[config.mk]
export PLATFORM = sky130hd
export DESIGN_NAME = atp_timer
export DESIGN_NICKNAME = d
export VERILOG_FILES = /design/src/atp_pkg.sv /design/src/atp_sync_rise.sv /design/src/atp_prescaler.sv /design/src/atp_timer.sv
export SDC_FILE = /design/constraint.sdc
export NUM_CORES = 1
export LEC_CHECK = 0
export BUFFER_PORTS_ARGS = -buffer_cell sky130_fd_sc_hd__buf_4
export CORE_UTILIZATION = 40
export DETAILED_ROUTE_END_ITERATION = 10
export PLACE_DENSITY_LB_ADDON = 0.2
export SYNTH_ARGS = -nofsm -noshare
export SYNTH_HDL_FRONTEND = slang
export SYNTH_SLANG_ARGS = --single-unit
[constraint.sdc]
create_clock -name aclk -period 2.6 [get_ports aclk]
set_input_delay 0.52 -clock aclk [delete_from_list [all_inputs] [get_ports aclk]]
set_output_delay 0.52 -clock aclk [all_outputs]
set_load 0.005 [all_outputs]
[src/atp_pkg.sv]
// constants, field layout and mode types for the 8-bit timer with prescaler
// What this block does
// - timer source is the bus clock, or oscillator pin edges when async select set.
// - async select detaches both oscillator pins from their port function.
// - clock select: stop, /1, /8, /32, /64, /128, /256, /1024.
// - prescaler reset bit clears the prescaler divider for a predictable tick.
// - force strobe in non-PWM mode applies the compare action at once.
// - forced compare sets no flag and never clears the counter.
// - force strobe is write only and reads back zero.
// - mode field, high bit 3, low bit 6: normal, phase PWM, CLEAR_ON_MATCH_MODE, fast PWM.
// - TOP, compare buffer update point and overflow point depend on mode.
// - nonzero output mode overrides port; driver enabled only with direction bit.
// - non-PWM output modes: off, toggle, clear, set on match.
// - fast PWM: 10 clear on match set at bottom, 11 inverted.
// - phase PWM: 10 clear on up match set on down match, 11 inverted.
// - compare equal TOP in PWM with high output mode bit: match ignored, action at bottom/top.
// - counter register gives direct read and write access to the count.
// - counter write blocks the compare match on the next timer tick.
// - compare register compared always; match sets flag and drives output.
// - async writes go to holding registers, moved after two oscillator edges.
// - async reads of compare and control return holding registers.
// - prescaler reset bit self clears; in async mode stays set until done.
package atp_pkg;
  localparam int ADDR_W = 5;
  localparam logic [ADDR_W-1:0] ADDR_CTL = 5'h00;
  localparam logic [ADDR_W-1:0] ADDR_CNT = 5'h04;
  localparam logic [ADDR_W-1:0] ADDR_OCR = 5'h08;
  localparam logic [ADDR_W-1:0] ADDR_ASYNC = 5'h0C;
  localparam logic [ADDR_W-1:0] ADDR_SFR = 5'h10;
  localparam logic [ADDR_W-1:0] ADDR_FLAG = 5'h14;
  localparam logic [ADDR_W-1:0] ADDR_PIN = 5'h18;
  localparam int ASYNC_SEL_BIT = 3;
  localparam int PSR_BIT = 1;
  localparam int FLAG_CMP_BIT = 7;
  localparam int FLAG_OVF_BIT = 6;
  localparam int PIN_DIR_BIT = 0;
  // slot index equals the busy bit position in the async status register
  localparam int SLOT_CTL = 0;
  localparam int SLOT_OCR = 1;
  localparam int SLOT_CNT = 2;
  localparam int SLOTS = 3;
  localparam logic [1:0] XFER_EDGES = 2'h2;
  localparam logic [7:0] COUNT_MAX = 8'hFF;
  localparam logic [7:0] COUNT_BOTTOM = 8'h00;
  localparam logic [7:0] BYTE_ZERO = 8'h00;
  localparam logic [1:0] OUT_OFF = 2'h0;
  localparam logic [1:0] OUT_TOGGLE = 2'h1;
  localparam logic [2:0] CS_STOP = 3'h0;
  localparam logic [3:0] SHIFT_DIV8 = 4'h3;
  localparam logic [3:0] SHIFT_DIV32 = 4'h5;
  localparam logic [3:0] SHIFT_DIV64 = 4'h6;
  localparam logic [3:0] SHIFT_DIV128 = 4'h7;
  localparam logic [3:0] SHIFT_DIV256 = 4'h8;
  localparam logic [3:0] SHIFT_DIV1024 = 4'hA;
  localparam logic [1:0] RESP_OKAY = 2'h0;
  localparam logic [1:0] RESP_SLVERR = 2'h2;

  typedef struct packed {
    logic force_compare_strobe;
    logic wave_mode_low;
    logic [1:0] out_mode;
    logic wave_mode_high;
    logic [2:0] clock_sel;
  } atp_ctl_s;

  typedef enum logic [1:0] {
    MODE_NORMAL,
    MODE_PHASE_PWM,
    MODE_CLEAR_ON_MATCH,
    MODE_FAST_PWM
  } atp_mode_e;
endpackage

[src/atp_sync_rise.sv]
// two-flop synchroniser with rising edge pulse
`timescale 1ns/10ps
module atp_sync_rise (
  input wire logic aclk,
  input wire logic aresetn,
  input wire logic async_in,
  output logic rise
);
  logic meta_ff;
  logic sync_ff;
  logic last_ff;

  always_ff @(posedge aclk) begin
    if (!aresetn) begin
      meta_ff <= 1'b0;
      sync_ff <= 1'b0;
      last_ff <= 1'b0;
    end else begin
      meta_ff <= async_in;
      sync_ff <= meta_ff;
      last_ff <= sync_ff;
    end
  end

  assign rise = sync_ff & ~last_ff;
endmodule

[src/atp_prescaler.sv]
// free-running prescaler with tap select
`timescale 1ns/10ps
module atp_prescaler
  import atp_pkg::*;
#(
  parameter int DIV_W = 10
) (
  input wire logic aclk,
  input wire logic aresetn,
  input wire logic src_tick,
  input wire logic psr_clear,
  input wire logic [2:0] clock_sel,
  output logic tick
);
  logic [DIV_W-1:0] div_ff;
  logic [DIV_W-1:0] tap_mask;
  logic [3:0] tap_w;

  function automatic logic [3:0] tap_width(input logic [2:0] sel);
    case (sel)
      3'h2: tap_width = SHIFT_DIV8;
      3'h3: tap_width = SHIFT_DIV32;
      3'h4: tap_width = SHIFT_DIV64;
      3'h5: tap_width = SHIFT_DIV128;
      3'h6: tap_width = SHIFT_DIV256;
      3'h7: tap_width = SHIFT_DIV1024;
      default: tap_width = 4'h0;
    endcase
  endfunction

  assign tap_w = tap_width(clock_sel);

  genvar i;
  generate
    for (i = 0; i < DIV_W; i++) begin : g_mask
      assign tap_mask[i] = (i < int'(tap_w));
    end
  endgenerate

  // tick when every tapped low bit is one: one enable per division period
  assign tick = (clock_sel != CS_STOP) & src_tick & (&(div_ff | ~tap_mask));

  always_ff @(posedge aclk) begin
    if (!aresetn) begin
      div_ff <= '0;
    end else if (psr_clear) begin
      div_ff <= '0;
    end else if (src_tick) begin
      div_ff <= div_ff + 1'b1;
    end
  end
endmodule

[src/atp_timer.sv]
// 8-bit timer with prescaler, async holding registers and AXI4-Lite slave
`timescale 1ns/10ps
module atp_timer
  import atp_pkg::*;
#(
  parameter int DIV_W = 10
) (
  input wire logic aclk,
  input wire logic aresetn,
  input wire logic [ADDR_W-1:0] s_axi_awaddr,
  input wire logic s_axi_awvalid,
  output logic s_axi_awready,
  input wire logic [31:0] s_axi_wdata,
  input wire logic [3:0] s_axi_wstrb,
  input wire logic s_axi_wvalid,
  output logic s_axi_wready,
  output logic [1:0] s_axi_bresp,
  output logic s_axi_bvalid,
  input wire logic s_axi_bready,
  input wire logic [ADDR_W-1:0] s_axi_araddr,
  input wire logic s_axi_arvalid,
  output logic s_axi_arready,
  output logic [31:0] s_axi_rdata,
  output logic [1:0] s_axi_rresp,
  output logic s_axi_rvalid,
  input wire logic s_axi_rready,
  input wire logic osc_in_pin,
  output logic osc_pins_detached,
  output logic compare_output_pin,
  output logic compare_pin_oe,
  output logic compare_override
);
  logic awready_ff, wready_ff, bvalid_ff, arready_ff, rvalid_ff;
  logic aw_have_ff, w_have_ff;
  logic [ADDR_W-1:0] awaddr_ff;
  logic [7:0] wbyte_ff;
  logic wlane_ff;
  logic [1:0] bresp_ff, rresp_ff;
  logic [31:0] rdata_ff;
  atp_ctl_s ctl_ff;
  logic [7:0] hold_ff [SLOTS];
  logic [SLOTS-1:0] busy_ff;
  logic [1:0] ecnt_ff [SLOTS];
  logic [7:0] cnt_ff, ocr_buf_ff, ocr_ff;
  logic dir_down_ff, oc_ff, block_ff, async_ff, psr_ff, pin_dir_ff;
  logic cmp_flag_ff, ovf_flag_ff, pin_oe_ff, override_ff, detached_ff;

  function automatic logic addr_mapped(input logic [ADDR_W-1:0] a);
    addr_mapped = (a == ADDR_CTL) | (a == ADDR_CNT) | (a == ADDR_OCR) |
                  (a == ADDR_ASYNC) | (a == ADDR_SFR) | (a == ADDR_FLAG) |
                  (a == ADDR_PIN);
  endfunction

  // bus write decode
  logic wr_do, wr_ok, osc_rise, src_tick, psr_clear, tick;
  logic [SLOTS-1:0] wr_slot, xfer;
  logic [7:0] slot_val [SLOTS];
  logic wr_async, wr_sfr, wr_flag, wr_pin;
  assign wr_do = aw_have_ff & w_have_ff & ~bvalid_ff;
  assign wr_ok = wr_do & wlane_ff;
  assign wr_slot[SLOT_CTL] = wr_ok & (awaddr_ff == ADDR_CTL);
  assign wr_slot[SLOT_OCR] = wr_ok & (awaddr_ff == ADDR_OCR);
  assign wr_slot[SLOT_CNT] = wr_ok & (awaddr_ff == ADDR_CNT);
  assign wr_async = wr_ok & (awaddr_ff == ADDR_ASYNC);
  assign wr_sfr = wr_ok & (awaddr_ff == ADDR_SFR);
  assign wr_flag = wr_ok & (awaddr_ff == ADDR_FLAG);
  assign wr_pin = wr_ok & (awaddr_ff == ADDR_PIN);

  atp_sync_rise u_osc_sync (
    .aclk(aclk),
    .aresetn(aresetn),
    .async_in(osc_in_pin),
    .rise(osc_rise)
  );

  // oscillator edges must be well below aclk/4 to be seen as separate ticks
  assign src_tick = async_ff ? osc_rise : 1'b1;
  assign psr_clear = psr_ff & src_tick;

  atp_prescaler #(.DIV_W(DIV_W)) u_prescaler (
    .aclk(aclk),
    .aresetn(aresetn),
    .src_tick(src_tick),
    .psr_clear(psr_clear),
    .clock_sel(ctl_ff.clock_sel),
    .tick(tick)
  );

  // holding registers: sync mode transfers at once, async after two edges
  genvar s;
  generate
    for (s = 0; s < SLOTS; s++) begin : g_slot
      assign xfer[s] = async_ff ?
        (busy_ff[s] & osc_rise & (ecnt_ff[s] == XFER_EDGES - 2'h1)) :
        wr_slot[s];
      assign slot_val[s] = async_ff ? hold_ff[s] : wbyte_ff;
      always_ff @(posedge aclk) begin
        if (!aresetn) begin
          hold_ff[s] <= BYTE_ZERO;
          busy_ff[s] <= 1'b0;
          ecnt_ff[s] <= 2'h0;
        end else if (wr_slot[s]) begin
          hold_ff[s] <= wbyte_ff;
          busy_ff[s] <= async_ff;
          ecnt_ff[s] <= 2'h0;
        end else if (busy_ff[s] & osc_rise) begin
          busy_ff[s] <= ~xfer[s];
          ecnt_ff[s] <= ecnt_ff[s] + 2'h1;
        end
      end
    end
  endgenerate

  // counting and waveform decode
  atp_ctl_s new_ctl;
  atp_mode_e mode, new_mode;
  logic is_pwm, phase, fast, clear_on_match_mode, at_top, match, top_ignore, force_evt;
  logic turn_top, turn_bot, wrap_evt, ovf_evt, ocr_load, nxt_dir, nxt_oc;
  logic np_act, fp_act, pp_act;
  logic [1:0] act_com;
  logic [7:0] top, cnt_up, cnt_dn, nxt_cnt;
  assign new_ctl = atp_ctl_s'(slot_val[SLOT_CTL]);
  assign mode = atp_mode_e'({ctl_ff.wave_mode_high, ctl_ff.wave_mode_low});
  assign new_mode = atp_mode_e'({new_ctl.wave_mode_high, new_ctl.wave_mode_low});
  assign phase = (mode == MODE_PHASE_PWM);
  assign fast = (mode == MODE_FAST_PWM);
  assign clear_on_match_mode = (mode == MODE_CLEAR_ON_MATCH);
  assign is_pwm = phase | fast;
  assign top = clear_on_match_mode ? ocr_ff : COUNT_MAX;
  assign at_top = (cnt_ff == top);
  assign cnt_up = cnt_ff + 8'h01;
  assign cnt_dn = cnt_ff - 8'h01;
  assign turn_top = phase & ~dir_down_ff & (cnt_ff == COUNT_MAX);
  assign turn_bot = phase & dir_down_ff & (cnt_ff == COUNT_BOTTOM);
  assign nxt_dir = turn_top ? 1'b1 : (turn_bot ? 1'b0 : dir_down_ff);
  assign nxt_cnt = phase ? (nxt_dir ? cnt_dn : cnt_up) :
                   (at_top ? COUNT_BOTTOM : cnt_up);
  assign match = tick & (cnt_ff == ocr_ff) & ~block_ff;
  assign wrap_evt = tick & fast & (cnt_ff == COUNT_MAX);
  assign ovf_evt = tick & ~xfer[SLOT_CNT] &
                   (phase ? turn_bot : (cnt_ff == COUNT_MAX));
  assign ocr_load = ~is_pwm |
                    (tick & (fast ? (cnt_ff == COUNT_MAX) : turn_top));
  assign top_ignore = is_pwm & ctl_ff.out_mode[1] & (ocr_ff == COUNT_MAX);
  // the forced action follows the output mode written with the strobe
  assign force_evt = xfer[SLOT_CTL] & new_ctl.force_compare_strobe &
                     (new_mode != MODE_PHASE_PWM) &
                     (new_mode != MODE_FAST_PWM);
  assign act_com = force_evt ? new_ctl.out_mode : ctl_ff.out_mode;
  assign np_act = (force_evt | (match & ~is_pwm)) & (act_com != OUT_OFF);
  assign fp_act = fast & ctl_ff.out_mode[1];
  assign pp_act = phase & ctl_ff.out_mode[1];
  assign nxt_oc =
    np_act ? ((act_com == OUT_TOGGLE) ? ~oc_ff : act_com[0]) :
    (fp_act & wrap_evt) ? ~ctl_ff.out_mode[0] :
    (fp_act & match & ~top_ignore) ? ctl_ff.out_mode[0] :
    (pp_act & match & ~top_ignore) ?
      (dir_down_ff ^ ctl_ff.out_mode[0]) :
    (pp_act & top_ignore & tick & turn_top) ? ctl_ff.out_mode[0] :
    oc_ff;

  always_ff @(posedge aclk) begin
    if (!aresetn) begin
      ctl_ff <= atp_ctl_s'(BYTE_ZERO);
      cnt_ff <= COUNT_BOTTOM;
      dir_down_ff <= 1'b0;
      block_ff <= 1'b0;
      oc_ff <= 1'b0;
    end else begin
      if (xfer[SLOT_CTL]) begin
        ctl_ff <= new_ctl;
        ctl_ff.force_compare_strobe <= 1'b0;
      end
      if (xfer[SLOT_CNT]) begin
        cnt_ff <= slot_val[SLOT_CNT];
        block_ff <= 1'b1;
      end else if (tick) begin
        cnt_ff <= nxt_cnt; // forced strobes never reach this
        dir_down_ff <= nxt_dir;
        block_ff <= 1'b0;
      end
      oc_ff <= nxt_oc;
    end
  end

  always_ff @(posedge aclk) begin
    if (!aresetn) begin
      ocr_buf_ff <= BYTE_ZERO;
      ocr_ff <= BYTE_ZERO;
    end else begin
      if (xfer[SLOT_OCR]) begin
        ocr_buf_ff <= slot_val[SLOT_OCR];
      end
      if (ocr_load) begin
        ocr_ff <= ocr_buf_ff;
      end
    end
  end

  // flags: hardware set wins over a write-one clear in the same cycle
  always_ff @(posedge aclk) begin
    if (!aresetn) begin
      cmp_flag_ff <= 1'b0;
      ovf_flag_ff <= 1'b0;
      async_ff <= 1'b0;
      psr_ff <= 1'b0;
      pin_dir_ff <= 1'b0;
    end else begin
      cmp_flag_ff <= match | (cmp_flag_ff &
                     ~(wr_flag & wbyte_ff[FLAG_CMP_BIT]));
      ovf_flag_ff <= ovf_evt | (ovf_flag_ff &
                     ~(wr_flag & wbyte_ff[FLAG_OVF_BIT]));
      if (wr_async) begin
        async_ff <= wbyte_ff[ASYNC_SEL_BIT];
      end
      if (wr_sfr & wbyte_ff[PSR_BIT]) begin
        psr_ff <= 1'b1;
      end else if (psr_clear) begin
        psr_ff <= 1'b0;
      end
      if (wr_pin) begin
        pin_dir_ff <= wbyte_ff[PIN_DIR_BIT];
      end
    end
  end

  always_ff @(posedge aclk) begin
    if (!aresetn) begin
      pin_oe_ff <= 1'b0;
      override_ff <= 1'b0;
      detached_ff <= 1'b0;
    end else begin
      override_ff <= (ctl_ff.out_mode != OUT_OFF);
      pin_oe_ff <= (ctl_ff.out_mode != OUT_OFF) & pin_dir_ff;
      detached_ff <= async_ff;
    end
  end

  // bus read mux
  logic [7:0] rd_byte;
  logic [7:0] ctl_rd;
  assign ctl_rd = {1'b0, hold_ff[SLOT_CTL][6:0]};
  assign rd_byte =
    (s_axi_araddr == ADDR_CTL) ? ctl_rd :
    (s_axi_araddr == ADDR_CNT) ? cnt_ff :
    (s_axi_araddr == ADDR_OCR) ? hold_ff[SLOT_OCR] :
    (s_axi_araddr == ADDR_ASYNC) ? {4'h0, async_ff, busy_ff} :
    (s_axi_araddr == ADDR_SFR) ? {6'h00, psr_ff & async_ff, 1'b0} :
    (s_axi_araddr == ADDR_FLAG) ? {cmp_flag_ff, ovf_flag_ff, 6'h00} :
    (s_axi_araddr == ADDR_PIN) ? {7'h00, pin_dir_ff} : BYTE_ZERO;

  // AXI4-Lite slave: address and data taken in either order
  always_ff @(posedge aclk) begin
    if (!aresetn) begin
      awready_ff <= 1'b0;
      wready_ff <= 1'b0;
      aw_have_ff <= 1'b0;
      w_have_ff <= 1'b0;
      awaddr_ff <= '0;
      wbyte_ff <= BYTE_ZERO;
      wlane_ff <= 1'b0;
      bvalid_ff <= 1'b0;
      bresp_ff <= RESP_OKAY;
    end else begin
      if (s_axi_awvalid & awready_ff) begin
        awready_ff <= 1'b0;
        aw_have_ff <= 1'b1;
        awaddr_ff <= s_axi_awaddr;
      end else if (~aw_have_ff & ~bvalid_ff) begin
        awready_ff <= 1'b1;
      end
      if (s_axi_wvalid & wready_ff) begin
        wready_ff <= 1'b0;
        w_have_ff <= 1'b1;
        wbyte_ff <= s_axi_wdata[7:0];
        wlane_ff <= s_axi_wstrb[0];
      end else if (~w_have_ff & ~bvalid_ff) begin
        wready_ff <= 1'b1;
      end
      if (wr_do) begin
        aw_have_ff <= 1'b0;
        w_have_ff <= 1'b0;
        bvalid_ff <= 1'b1;
        bresp_ff <= addr_mapped(awaddr_ff) ? RESP_OKAY : RESP_SLVERR;
      end else if (bvalid_ff & s_axi_bready) begin
        bvalid_ff <= 1'b0;
      end
    end
  end

  logic rd_ctl_ff;
  always_ff @(posedge aclk) begin
    if (!aresetn) begin
      arready_ff <= 1'b0;
      rvalid_ff <= 1'b0;
      rdata_ff <= '0;
      rresp_ff <= RESP_OKAY;
      rd_ctl_ff <= 1'b0;
    end else if (s_axi_arvalid & arready_ff) begin
      arready_ff <= 1'b0;
      rvalid_ff <= 1'b1;
      rdata_ff <= {24'h000000, rd_byte};
      rresp_ff <= addr_mapped(s_axi_araddr) ? RESP_OKAY : RESP_SLVERR;
      rd_ctl_ff <= (s_axi_araddr == ADDR_CTL);
    end else if (rvalid_ff & s_axi_rready) begin
      rvalid_ff <= 1'b0;
    end else if (~rvalid_ff) begin
      arready_ff <= 1'b1;
    end
  end

  assign s_axi_awready = awready_ff;
  assign s_axi_wready = wready_ff;
  assign s_axi_bvalid = bvalid_ff;
  assign s_axi_bresp = bresp_ff;
  assign s_axi_arready = arready_ff;
  assign s_axi_rvalid = rvalid_ff;
  assign s_axi_rdata = rdata_ff;
  assign s_axi_rresp = rresp_ff;
  assign compare_output_pin = oc_ff;
  assign compare_pin_oe = pin_oe_ff;
  assign compare_override = override_ff;
  assign osc_pins_detached = detached_ff;
endmodule

==> impl_metrics.toml <==
[timing]
min_period_ns = 2.45
setup_slack_ns = 0.152
rsz0062_at_grt = "false"
max_freq_mhz = 408
slew_viol_final = 0
relSlewSlack_pct = 60.8
finalHoldViolations = 0
finClkSkew_ns = 0.00803
tightest_slew_ns = 0.586
timing.setup.tns_ns = 0
post-route-period-util_pct = 94.2
setup_viol = 0

[yosys]
async_flop_share_pct = 0
synth-simple-area-share_pct = 23.8
synth_xor_area_share_pct = 2.82
syn_area_per_cell_um2 = 8.76
ys_top_cells_by_area = "dfxtp_1 30%, edfxtp_1 15%, a21oi_1 5.2%"
synthDistinctLibCells = 65
netlist.area_leader.share_pct = 30.2
synth_compound_area_share_pct = 15.9
synth-edff-count = 30
synth_cells = 673
ys_top_cells_by_count = "89 x dfxtp_1, 73 x nand2_1, 69 x nor2_1"
synth.yosys.seq_area_share_pct = 45.5
synth_area_mm2 = 0.00589
synthMuxAreaShare_pct = 3.65
synth_area_leader_cell = "dfxtp_1"
synth_warnings = 0
synth_flop_cell = "dfxtp_1"
synth_seq_cells = 119
synth_top_family_by_area = "simple AND/OR/NAND/NOR gates"
yosysMostFrequentCell = "dfxtp_1"
synth_fa_ha_area_share_pct = 1.27

[cts]
clockRootBuffer = "clkbuf_16"
clock_latency_ns = 0.42
htree_levels = 4
cts_resized = 0
path_clk_slew_ns = 0.06
cts_sinks = 119
cts_inserted_buffers = 17
cts-hold-fix-buffers = 0
postCtsSetupBuffers = 0
cts_tree = "done"
clk_path_buf_depth = 2

[finish]
multi_input_area_mm2 = 0.00290
final_cell_area_mm2 = 0.00694
n_fill_cell = 1384
seqCellArea_mm2 = 0.00268
area_growth_pct = 17.7
antenna-diode-count = 0
layout-drive-gt1-share_pct = 15.7
fin_nets = 780

[critical_path]
slowest_delay_ns = 0.47
crit_family = "simple AND/OR/NAND/NOR gates"
worstPathCellList = "inv_1, ha_1, nand3b_1, o41ai_2, buf_4, or4_1, o22ai_1, xor2_1, a221oi_1, nor2_1"
reg2reg_from = "cnt_ff[0]$_SDFFE_PN0P_"
cp-start-kind = "flip-flop"
crit_arrival_ns = 2.74
cp.required_ns = 2.89
critPathBufInv = 2
worst-setup-path-type = "reg2reg"
worstPathMaxFanout = 8
rr_endpoint = "cnt_ff[6]$_SDFFE_PN0P_"
reg2reg_depth = 10
cp_slowest_cell = "dfxtp_1"
endpoint_kind = "flip-flop"
r2r_slack_ns = 0.15

[global_route]
grt_pass1_vias = 4693
grt_max_degree = 53
grt_antenna_before_repair = 0
grt_pass1_wl_mm = 23.8
grt.overflow.total = 0
grt_util_all_layers_pct = 21.0

[drt]
via_per_inst = 5.43
drt-total-wl_mm = 14.9
first_pass_iters = 5
vias = 4958
ant_nets = 0
first_iter_violations = 339
avgRoutedWirePerCell_um = 16.4
drc = 0

[floorplan]
ios = 99
rows = 43
die_h_um = 123
start_util_pct = 41.6
die-area_mm2 = 0.0152
fp.dieW_um = 123
coreArea_mm2 = 0.0141

[place]
dpl_cell_area_mm2 = 0.00638
gp_congestion = 0.843
pre_cts_ws_ns = 0.164
hpwlAfterDp_mm = 11.1
portBuffers = 45

[worst_hold_path]
hold_path_class = "in2reg"
hold_depth = 2
min_to = "u_osc_sync.meta_ff$_SDFF_PN0_"
min_from = "osc_in_pin"

[power_and_ir_drop]
p_sw_share_pct = 24.7
comb_power_share_pct = 5.0
p_sw_w = 0.00109
peakVddDrop_v = 0.000482
p_int_w = 0.00332
total_power_w = 0.00441
pwr-share-seq_pct = 45.0
powerDensity_mw_per_mm2 = 636
p_leak_nw = 2.65
p_clk_share_pct = 50.0

[run_status]
outcome = "finished, final reports clean"

[job]
maxCapViolations = 0
worst max path at each step:
stage,start,end,slack (ns),cells past startpoint
after floorplan,cnt_ff[3]$_SDFFE_PN0P_,cnt_ff[5]$_SDFFE_PN0P_,0.31,8
after global placement,ctl_ff[1]$_SDFFE_PN0P_,cnt_ff[3]$_SDFFE_PN0P_,0.22,7
after detailed placement,cnt_ff[0]$_SDFFE_PN0P_,cnt_ff[6]$_SDFFE_PN0P_,0.16,10
after CTS,cnt_ff[0]$_SDFFE_PN0P_,cnt_ff[6]$_SDFFE_PN0P_,0.15,10
after global routing,cnt_ff[0]$_SDFFE_PN0P_,cnt_ff[6]$_SDFFE_PN0P_,0.02,10
final,cnt_ff[0]$_SDFFE_PN0P_,cnt_ff[6]$_SDFFE_PN0P_,0.15,10
power by group through the flow:
stage | logic (W) | registers, W | clock network [W]
2_1_floorplan | 0.000167 | 0.00201 | 0
3_3_place_gp | 0.000219 | 0.00202 | 0
3_5_place_dp | 0.000222 | 0.00202 | 0
4_1_cts | 0.000223 | 0.00198 | 0.00224
5_1_grt | 0.000250 | 0.00199 | 0.00234
6_report | 0.000222 | 0.00198 | 0.00221
metal layers:
| metal | track usage (%) | routed length (um) | vias to the layer above |
|---|---|---|---|
| li1 | - | - | 2444 |
| met1 | 26.5 | 6810 | 2370 |
| met2 | 34.1 | 7190 | 123 |
| met3 | 5.12 | 638 | 21 |
| met4 | 8.81 | 295 | 0 |
| met5 | 0 | 0 | - |
stage by stage:
step | hold slack [ns] | instances | utilization (%)
final | 0.311 | 913 | 49.0
after floorplan | 0.412 | 698 | -
after global routing | 0.298 | 913 | 49.0
after detailed placement | 0.424 | 881 | 45.1
after global placement | 0.415 | 881 | 45.1
after CTS | 0.301 | 913 | 49.0
final cells by class:
type	count	area share, %
timing repair buffer	66	7.32
sequential	119	38.7
clock inverter	14	1.57
clock buffer	18	6.49
tap	180	3.25
multi-input combinational	498	41.7
inverter	18	0.974
cells in the final DEF, fill, tap and decap left out, types with 8 or more instances in the layout:
cell type,n
conb_1,26
xnor2_1,11
and2_1,24
nand4_1,12
a21oi_1,61
nand3_1,22
edfxtp_1,30
nor2b_1,13
nor2_1,69
a211oi_1,14
nand2_1,73
o21ai_0,15
dfxtp_1,89
nand2b_1,16
mux2i_1,17
clkbuf_16,18
xor2_1,8
buf_4,65
inv_1,16
nor3_1,21
flip-flops by register name (all words and copies together), names as in the netlist, 3 cells and up:
register and flops:
cnt_ff 8, ecnt_ff 6, hold_ff 24, ctl_ff 7, busy_ff 3, wbyte_ff 8
s_axi_rdata 8, awaddr_ff 5, u_prescaler.div_ff 10, ocr_ff 8, ocr_buf_ff 8
cells by family (layout without fill, tap and decap cells):
logic type | Yosys count | count (layout)
other | 1 | 26
adders and majority gates | 6 | 6
muxes | 19 | 19
buffers and inverters | 81 | 116
AOI/OAI and AO/OA | 145 | 145
DFF | 119 | 119
and+or+nand+nor | 283 | 283
xor gates and xnor gates | 19 | 19
No activity file was read; power rests on OpenSTA's default activity.
